--- src/hw/anbp_map.svh ---
`ifndef ANBP_MAP_SVH
`define ANBP_MAP_SVH

// -----------------------------------------------------------------------------
// widths
// -----------------------------------------------------------------------------
`define ANBP_ADDR_W 19
`define ANBP_DATA_W 8
`define ANBP_CNT_W 8
`define ANBP_BOOT_W 22

// -----------------------------------------------------------------------------
// timing in ns at a 10 ns clock, start-up in ms
// -----------------------------------------------------------------------------
`define ANBP_CLK_NS 10
`define ANBP_CYCLE_TIME_NS 35
`define ANBP_READ_ACCESS_NS 35
`define ANBP_OE_ACCESS_NS 15
`define ANBP_OE_FLOAT_NS 10
`define ANBP_ADDR_TO_END_NS 20
`define ANBP_STROBE_WIDTH_NS 15
`define ANBP_DATA_SETUP_TO_END_NS 10
`define ANBP_WRITE_RECOVERY_NS 12
`define ANBP_HIGH_MIN_NS 2
`define ANBP_STARTUP_MS 2

// least times round up, access maxima are waits so they round up too
`define ANBP_CEIL(t) (((t) + `ANBP_CLK_NS - 1) / `ANBP_CLK_NS)
`define ANBP_READ_WAIT_CYC `ANBP_CEIL(`ANBP_READ_ACCESS_NS)
`define ANBP_OE_WAIT_CYC `ANBP_CEIL(`ANBP_OE_ACCESS_NS)
`define ANBP_FLOAT_CYC `ANBP_CEIL(`ANBP_OE_FLOAT_NS)
`define ANBP_STROBE_CYC `ANBP_CEIL(`ANBP_ADDR_TO_END_NS)
`define ANBP_RECOVERY_CYC `ANBP_CEIL(`ANBP_WRITE_RECOVERY_NS)
`define ANBP_HIGH_CYC `ANBP_CEIL(`ANBP_HIGH_MIN_NS)
`define ANBP_CYCLE_CYC `ANBP_CEIL(`ANBP_CYCLE_TIME_NS)
// pin flops a byte passes before it counts, added to the read wait
`define ANBP_SYNC_CYC 3
`define ANBP_STARTUP_CYC ((`ANBP_STARTUP_MS * 1000000) / `ANBP_CLK_NS)

`endif

--- src/hw/anbp_pkg.sv ---
package anbp_pkg;

  // ---------------------------------------------------------------------------
  // sequencer states
  // ---------------------------------------------------------------------------
  typedef enum logic [2:0] {
    ANBP_STARTUP = 3'b000,
    ANBP_IDLE = 3'b001,
    ANBP_RD_ACCESS = 3'b010,
    ANBP_RD_FLOAT = 3'b011,
    ANBP_WR_STROBE = 3'b100,
    ANBP_WR_RECOVER = 3'b101,
    ANBP_GAP = 3'b110
  } anbp_state_e;

endpackage : anbp_pkg

--- src/hw/anbp_sync.sv ---
`include "anbp_map.svh"

module anbp_sync (
  input wire logic i_ref_clk,
  input wire logic i_reset_n,
  input wire logic [`ANBP_DATA_W-1:0] i_async,
  output logic [`ANBP_DATA_W-1:0] o_sync
);

  // ---------------------------------------------------------------------------
  // three stages per bit, a change counts when stages two and three agree
  // ---------------------------------------------------------------------------
  logic [`ANBP_DATA_W-1:0] s1;
  logic [`ANBP_DATA_W-1:0] s2;
  logic [`ANBP_DATA_W-1:0] s3;
  logic [`ANBP_DATA_W-1:0] held;
  logic [`ANBP_DATA_W-1:0] next_held;

  genvar g;
  generate
    for (g = 0; g < `ANBP_DATA_W; g++)
    begin : g_bit
      always_comb
      begin
        next_held[g] = (s2[g] == s3[g]) ? s3[g] : held[g];
      end
    end
  endgenerate

  always_ff @(posedge i_ref_clk or negedge i_reset_n)
  begin
    if (!i_reset_n)
    begin
      s1 <= '0;
      s2 <= '0;
      s3 <= '0;
      held <= '0;
    end
    else
    begin
      s1 <= i_async;
      s2 <= s1;
      s3 <= s2;
      held <= next_held;
    end
  end

  assign o_sync = held;

endmodule : anbp_sync

--- src/hw/anbp_ctrl.sv ---
`include "anbp_map.svh"

module anbp_ctrl #(
  parameter int STARTUP_CYC = `ANBP_STARTUP_CYC
) (
  input wire logic i_ref_clk,
  input wire logic i_reset_n,
  input wire logic i_req,
  input wire logic i_we,
  input wire logic [`ANBP_ADDR_W-1:0] i_addr,
  input wire logic [`ANBP_DATA_W-1:0] i_wdata,
  output logic o_ready,
  output logic o_rvalid,
  output logic [`ANBP_DATA_W-1:0] o_rdata,
  output logic [`ANBP_ADDR_W-1:0] o_mem_addr,
  output logic o_mem_sel_n,
  output logic o_mem_wr_n,
  output logic o_mem_oe_n,
  input wire logic [`ANBP_DATA_W-1:0] i_mem_dq,
  output logic [`ANBP_DATA_W-1:0] o_mem_dq,
  output logic o_mem_dq_oe
);

  // ---------------------------------------------------------------------------
  // state
  // ---------------------------------------------------------------------------
  anbp_pkg::anbp_state_e state;
  anbp_pkg::anbp_state_e next_state;
  logic [`ANBP_BOOT_W-1:0] boot_cnt;
  logic [`ANBP_BOOT_W-1:0] next_boot_cnt;
  logic [`ANBP_CNT_W-1:0] cnt;
  logic [`ANBP_CNT_W-1:0] next_cnt;
  logic [`ANBP_CNT_W-1:0] gap_cnt;
  logic [`ANBP_CNT_W-1:0] next_gap_cnt;
  logic ready;
  logic next_ready;
  logic rvalid;
  logic next_rvalid;
  logic [`ANBP_DATA_W-1:0] rdata;
  logic [`ANBP_DATA_W-1:0] next_rdata;
  logic [`ANBP_ADDR_W-1:0] addr;
  logic [`ANBP_ADDR_W-1:0] next_addr;
  logic sel_n;
  logic next_sel_n;
  logic wr_n;
  logic next_wr_n;
  logic oe_n;
  logic next_oe_n;
  logic [`ANBP_DATA_W-1:0] dq;
  logic [`ANBP_DATA_W-1:0] next_dq;
  logic dq_oe;
  logic next_dq_oe;
  logic [`ANBP_DATA_W-1:0] dq_in;

  localparam logic [`ANBP_CNT_W-1:0] RD_WAIT = `ANBP_CNT_W'(`ANBP_READ_WAIT_CYC + `ANBP_SYNC_CYC);
  localparam logic [`ANBP_CNT_W-1:0] FLOAT_WAIT = `ANBP_CNT_W'(`ANBP_FLOAT_CYC);
  localparam logic [`ANBP_CNT_W-1:0] STB_WAIT = `ANBP_CNT_W'(`ANBP_STROBE_CYC);
  localparam logic [`ANBP_CNT_W-1:0] REC_WAIT = `ANBP_CNT_W'(`ANBP_RECOVERY_CYC);
  localparam logic [`ANBP_CNT_W-1:0] HIGH_WAIT = `ANBP_CNT_W'(`ANBP_HIGH_CYC);
  localparam logic [`ANBP_CNT_W-1:0] CYC_WAIT = `ANBP_CNT_W'(`ANBP_CYCLE_CYC);
  localparam logic [`ANBP_BOOT_W-1:0] BOOT_LAST = `ANBP_BOOT_W'(STARTUP_CYC - 1);

  // ---------------------------------------------------------------------------
  // read data capture from the pins
  // ---------------------------------------------------------------------------
  anbp_sync u_sync (
    .i_ref_clk(i_ref_clk),
    .i_reset_n(i_reset_n),
    .i_async(i_mem_dq),
    .o_sync(dq_in)
  );

  // ---------------------------------------------------------------------------
  // sequencer
  // ---------------------------------------------------------------------------
  always_comb
  begin
    next_state = state;
    next_boot_cnt = boot_cnt;
    next_cnt = cnt;
    next_gap_cnt = (gap_cnt != '0) ? gap_cnt - `ANBP_CNT_W'(1) : gap_cnt;
    next_ready = 1'b0;
    next_rvalid = 1'b0;
    next_rdata = rdata;
    next_addr = addr;
    next_sel_n = sel_n;
    next_wr_n = 1'b1;
    next_oe_n = oe_n;
    next_dq = dq;
    next_dq_oe = dq_oe;
    case (state)
      anbp_pkg::ANBP_STARTUP:
      begin
        next_sel_n = 1'b1;
        if (boot_cnt == BOOT_LAST)
        begin
          next_state = anbp_pkg::ANBP_IDLE;
          next_ready = 1'b1;
        end
        else
        begin
          next_boot_cnt = boot_cnt + `ANBP_BOOT_W'(1);
        end
      end
      anbp_pkg::ANBP_IDLE:
      begin
        next_ready = 1'b1;
        if (i_req && ready && gap_cnt == '0)
        begin
          next_ready = 1'b0;
          next_addr = i_addr;
          next_sel_n = 1'b0;
          next_gap_cnt = CYC_WAIT - `ANBP_CNT_W'(1);
          if (i_we)
          begin
            next_wr_n = 1'b0;
            next_oe_n = 1'b1;
            next_dq = i_wdata;
            next_dq_oe = 1'b1;
            next_cnt = STB_WAIT;
            next_state = anbp_pkg::ANBP_WR_STROBE;
          end
          else
          begin
            next_oe_n = 1'b0;
            next_cnt = RD_WAIT;
            next_state = anbp_pkg::ANBP_RD_ACCESS;
          end
        end
      end
      anbp_pkg::ANBP_RD_ACCESS:
      begin
        next_cnt = cnt - `ANBP_CNT_W'(1);
        // pin synchroniser adds three cycles past the access time
        if (cnt == '0)
        begin
          next_rdata = dq_in;
          next_rvalid = 1'b1;
          next_sel_n = 1'b1;
          next_oe_n = 1'b1;
          next_cnt = FLOAT_WAIT;
          next_state = anbp_pkg::ANBP_RD_FLOAT;
        end
      end
      anbp_pkg::ANBP_RD_FLOAT:
      begin
        next_cnt = cnt - `ANBP_CNT_W'(1);
        if (cnt == '0)
        begin
          next_cnt = HIGH_WAIT;
          next_state = anbp_pkg::ANBP_GAP;
        end
      end
      anbp_pkg::ANBP_WR_STROBE:
      begin
        next_wr_n = 1'b0;
        next_cnt = cnt - `ANBP_CNT_W'(1);
        if (cnt == '0)
        begin
          next_wr_n = 1'b1;
          next_sel_n = 1'b1;
          next_cnt = REC_WAIT;
          next_state = anbp_pkg::ANBP_WR_RECOVER;
        end
      end
      anbp_pkg::ANBP_WR_RECOVER:
      begin
        next_cnt = cnt - `ANBP_CNT_W'(1);
        if (cnt == '0)
        begin
          next_dq_oe = 1'b0;
          next_cnt = HIGH_WAIT;
          next_state = anbp_pkg::ANBP_GAP;
        end
      end
      anbp_pkg::ANBP_GAP:
      begin
        next_cnt = cnt - `ANBP_CNT_W'(1);
        if (cnt == '0)
        begin
          next_ready = 1'b1;
          next_state = anbp_pkg::ANBP_IDLE;
        end
      end
      default:
      begin
        next_state = anbp_pkg::ANBP_STARTUP;
      end
    endcase
  end

  always_ff @(posedge i_ref_clk or negedge i_reset_n)
  begin
    if (!i_reset_n)
    begin
      state <= anbp_pkg::ANBP_STARTUP;
      boot_cnt <= '0;
      cnt <= '0;
      gap_cnt <= '0;
      ready <= 1'b0;
      rvalid <= 1'b0;
      rdata <= '0;
      addr <= '0;
      sel_n <= 1'b1;
      wr_n <= 1'b1;
      oe_n <= 1'b1;
      dq <= '0;
      dq_oe <= 1'b0;
    end
    else
    begin
      state <= next_state;
      boot_cnt <= next_boot_cnt;
      cnt <= next_cnt;
      gap_cnt <= next_gap_cnt;
      ready <= next_ready;
      rvalid <= next_rvalid;
      rdata <= next_rdata;
      addr <= next_addr;
      sel_n <= next_sel_n;
      wr_n <= next_wr_n;
      oe_n <= next_oe_n;
      dq <= next_dq;
      dq_oe <= next_dq_oe;
    end
  end

  // ---------------------------------------------------------------------------
  // outputs, all from flops
  // ---------------------------------------------------------------------------
  assign o_ready = ready;
  assign o_rvalid = rvalid;
  assign o_rdata = rdata;
  assign o_mem_addr = addr;
  assign o_mem_sel_n = sel_n;
  assign o_mem_wr_n = wr_n;
  assign o_mem_oe_n = oe_n;
  assign o_mem_dq = dq;
  assign o_mem_dq_oe = dq_oe;

endmodule : anbp_ctrl

--- config.mk ---
export PLATFORM = sky130hd
export DESIGN_NAME = anbp_ctrl
export DESIGN_NICKNAME = d
export VERILOG_FILES = /design/src/hw/anbp_pkg.sv /design/src/hw/anbp_sync.sv /design/src/hw/anbp_ctrl.sv
export VERILOG_INCLUDE_DIRS = /design/src /design/src/hw
export SDC_FILE = /design/constraint.sdc
export NUM_CORES = 1
export LEC_CHECK = 0
export BUFFER_PORTS_ARGS = -buffer_cell sky130_fd_sc_hd__buf_2
export CAP_MARGIN = 20
export CORE_MARGIN = 3
export CORE_UTILIZATION = 60
export CTS_CLUSTER_SIZE = 14
export DETAILED_ROUTE_END_ITERATION = 7
export GPL_TIMING_DRIVEN = 0
export PLACE_DENSITY = 0.92
export SLEW_MARGIN = 15
export SYNTH_ARGS = -nofsm -noshare
export SYNTH_HDL_FRONTEND = slang
export SYNTH_SLANG_ARGS = --single-unit
--- constraint.sdc ---
create_clock -name i_ref_clk -period 5.7 [get_ports i_ref_clk]
set_input_delay 1.14 -clock i_ref_clk [delete_from_list [all_inputs] [get_ports i_ref_clk]]
set_output_delay 1.14 -clock i_ref_clk [all_outputs]
set_load 0.005 [all_outputs]
==> flow_summary.json <==
{
  "post_cts_buffers": 0,
  "number_of_buffers_created_by_cts": 17,
  "hp_class": "reg2reg",
  "detailroute.wirelength.met3_um": 775,
  "worst-path-max-fanout": 10,
  "floorplan.initialDensity_pct": 62.6,
  "grt_setup_unrepaired": "false",
  "cts_hold_buf": 0,
  "coreArea_um2": 7370,
  "detail_route.vias_per_cell": 6.06,
  "number_of_synthesized_flops_with_an_enable_pin": 0,
  "detailedPlace.worstSlack_ns": 3.13,
  "vdd.ir_drop.worst_mv": 0.232,
  "port_buffers": 78,
  "max_cap_viol_count": 0,
  "final_cell_mix": "sky130_fd_sc_hd__dfrtp_1, sky130_fd_sc_hd__nand2_1, sky130_fd_sc_hd__buf_2",
  "drt-pass1-iter-count": 6,
  "area_added_between_synthesis_and_finish_pct": 25.5,
  "worst_ep_required_time_ns": 6.16,
  "synth_top_flop_cell": "sky130_fd_sc_hd__dfrtp_1",
  "pin_count": 80,
  "overflow_after_grt": 0,
  "dr_wl_met2_um": 6140,
  "finClkSkew_ns": 0.0126,
  "grt_antenna_before_repair": 0,
  "max-clock-path-buffers": 2,
  "postSynthRegisterBits": 114,
  "groute.usage.overall_pct": 29.6,
  "setup_total_negative_slack_ns": 0,
  "clkSlewWorstSetupHoldPaths_ns": 0.06,
  "first_global_vias": 4003,
  "finalCritPeriodShare_pct": 48.4,
  "final_nets": 557,
  "yosys.area_share.adder_pct": 3.09,
  "worstSetupStartpointType": "flop",
  "die_w_um": 93.7,
  "ant_nets": 0,
  "fp.dieArea_um2": 8780,
  "seq_area_frac_synth_pct": 61.9,
  "whs_path_depth": 0,
  "antenna_cells": 0,
  "worst-endpoint-arrival_ns": 3.22,
  "stdcell_area_um2": 5790,
  "dpl_cell_area_um2": 5160,
  "dp_hpwl_um": 6910,
  "synthDominantCellAreaShare_pct": 60.2,
  "detail_route.drc_violations": 0,
  "rr_startpoint": "cnt[0]",
  "cts_root_buffer": "sky130_fd_sc_hd__clkbuf_8",
  "maximum_number_of_pins_on_one_net_before_global_route_repair": 74,
  "syn-num-nets": 459,
  "cts.sink_count": 114,
  "max_freq_mhz": 363,
  "gpl.final_weighted_congestion": 0.842,
  "endpoint_kind": "flop",
  "timing.setup.critical_path_class": "reg2reg",
  "synth.cell_area_um2": 4620,
  "leakage_dissipation_uw": 0.00294,
  "xor_xnor_share_of_the_synthesized_area_pct": 4.74,
  "cp-startpoint": "cnt[0]",
  "dieHeight_um": 93.7,
  "wl_met1_um": 4360,
  "hold_viol_final": 0,
  "highest_layer": "met4",
  "async_flop_share_pct": 100,
  "max-slew-margin-rel_pct": 49.2,
  "clock_tree_from_tritoncts": "built",
  "post_synthesis_area_per_instance_um2": 11.1,
  "finalSetupViolCount": 0,
  "synthMuxAreaShare_pct": 2.68,
  "synthDistinctLibCells": 48,
  "rows": 31,
  "run_status": "finished clean",
  "routed-via-count": 3787,
  "synth_warn": 0,
  "proportion_of_layout_cells_with_a_drive_suffix_above_1_pct": 24.7,
  "layout.cells.most_common": "sky130_fd_sc_hd__dfrtp_1",
  "worstSkewPairLatency_ns": 0.53,
  "grt_first_pass_wirelength_um": 19700,
  "synth_simple_gate_area_share_pct": 18.6,
  "final_critical_path_setup_slack_ns": 2.94,
  "synthDominantAreaCellType": "sky130_fd_sc_hd__dfrtp_1",
  "synthTopCellsByArea": "sky130_fd_sc_hd__dfrtp_1, sky130_fd_sc_hd__nand2_1, sky130_fd_sc_hd__xnor2_1, sky130_fd_sc_hd__mux2_2, sky130_fd_sc_hd__maj3_1",
  "worst_reg2reg_path_length_in_cells": 9,
  "postRouteWirelength_um": 11800,
  "final-max-slew-violation-count": 0,
  "cts_repair_resize_count": 0,
  "worstHoldStart": "u_sync.s1[4]",
  "synthesis.instances": 415,
  "drtIter0Drc": 505,
  "cts.htree.levels": 4,
  "pwr_dens_nw_per_um2": 345,
  "synth_top_family_by_area": "simple AND/OR/NAND/NOR gates",
  "worst_slew_pin_slew_ns": 0.755,
  "compound_cell_area_share_of_the_yosys_netlist_pct": 7.32,
  "wl_per_cell_um": 18.8,
  "period_needed_ns": 2.76
}
## kinds of logic after synthesis
| logic type | Yosys count |
|---|---|
| AO/OA/AOI/OAI | 49 |
| XOR/XNOR | 25 |
| adder cells (fa/ha/maj) | 13 |
| buffers and inverters | 20 |
| flip-flops | 114 |
| multiplexers | 11 |
| AND/OR/NAND/NOR | 183 |
## sequential cells by signal (all words and copies together), names as in the netlist
name,cells
o_ready,1
state,3
u_sync.s1,8
o_rvalid,1
gap_cnt,8
o_mem_oe_n,1
u_sync.s2,8
boot_cnt,22
o_mem_dq,8
cnt,8
o_mem_addr,19
o_rdata,8
u_sync.s3,8
u_sync.o_sync,8
o_mem_wr_n,1
o_mem_sel_n,1
o_mem_dq_oe,1
## per-layer routing
metal	vias up	GRT usage, %
li1	1628	-
met1	1866	35.3
met2	223	50.3
met3	70	6.97
met4	0	14.7
met5	-	0
## synth_stat cells (all sizes together) (2+ instances only)
cell type / number
and2: 2
o22ai: 2
and3: 7
nand3: 11
maj3: 8
ha: 5
nor2: 17
buf: 2
clkbuf: 10
nand4: 9
o21bai: 2
o21ai: 11
o21a: 3
a31oi: 4
a21oi: 6
nor2b: 2
nand2b: 5
xnor2: 21
nor3: 9
a211oi: 3
inv: 7
xor2: 4
a22o: 3
a21o: 4
dfstp: 3
o31a: 2
mux2: 11
nor4b: 2
and4: 2
dfrtp: 111
o311a: 2
nor3b: 2
or3: 6
nand2: 103
nor4: 5
## layout make-up
| cell class | count | area, µm² |
|---|---|---|
| clock buffers | 18 | 428 |
| clock inverters | 14 | 201 |
| flip-flops and latches | 114 | 2860 |
| fillers | 397 | 1580 |
| well taps | 99 | 124 |
| repair buffers | 79 | 424 |
| plain buffers | 12 | 47.5 |
| inverters | 8 | 30.0 |
| multi-input cells | 281 | 1680 |
## metrics by stage
step	std cells	hold WS (ns)	total power, µW	util (%)
2_1_floorplan	415	0.331	851	-
3_3_place_gp	592	0.332	879	69.6
3_5_place_dp	593	0.335	885	70.1
4_1_cts	625	0.348	2000	78.6
5_1_grt	625	0.363	2040	78.6
6_report	625	0.348	2000	78.6
## worst max-delay path: stages (launching register included)
cell and delay, ns:
sky130_fd_sc_hd__dfrtp_1 0.44, sky130_fd_sc_hd__inv_1 0.12, sky130_fd_sc_hd__ha_1 0.16, sky130_fd_sc_hd__nor4b_1 0.42
sky130_fd_sc_hd__nand2_1 0.34, sky130_fd_sc_hd__or3_1 0.44, sky130_fd_sc_hd__clkbuf_1 0.26, sky130_fd_sc_hd__clkinv_1 0.30
sky130_fd_sc_hd__nand2_1 0.13, sky130_fd_sc_hd__nand2_1 0.08
## power by group
group,internal (µW),switching [µW]
Combinational,16.0,22.4
Clock,726,400
Sequential,825,8.40
Total,1570,431
## worst paths after layout
kind	end	slack (ns)
hold reg to reg	u_sync.s2[4]	0.35
setup / recovery	o_rdata[7]	2.94
setup reg to reg	o_rdata[7]	2.94
min in group asynchronous	u_sync.s3[5]	0.52
max in group asynchronous	o_mem_sel_n	4.46
hold / removal	u_sync.s2[4]	0.35
(Power assumes the default switching activity.)
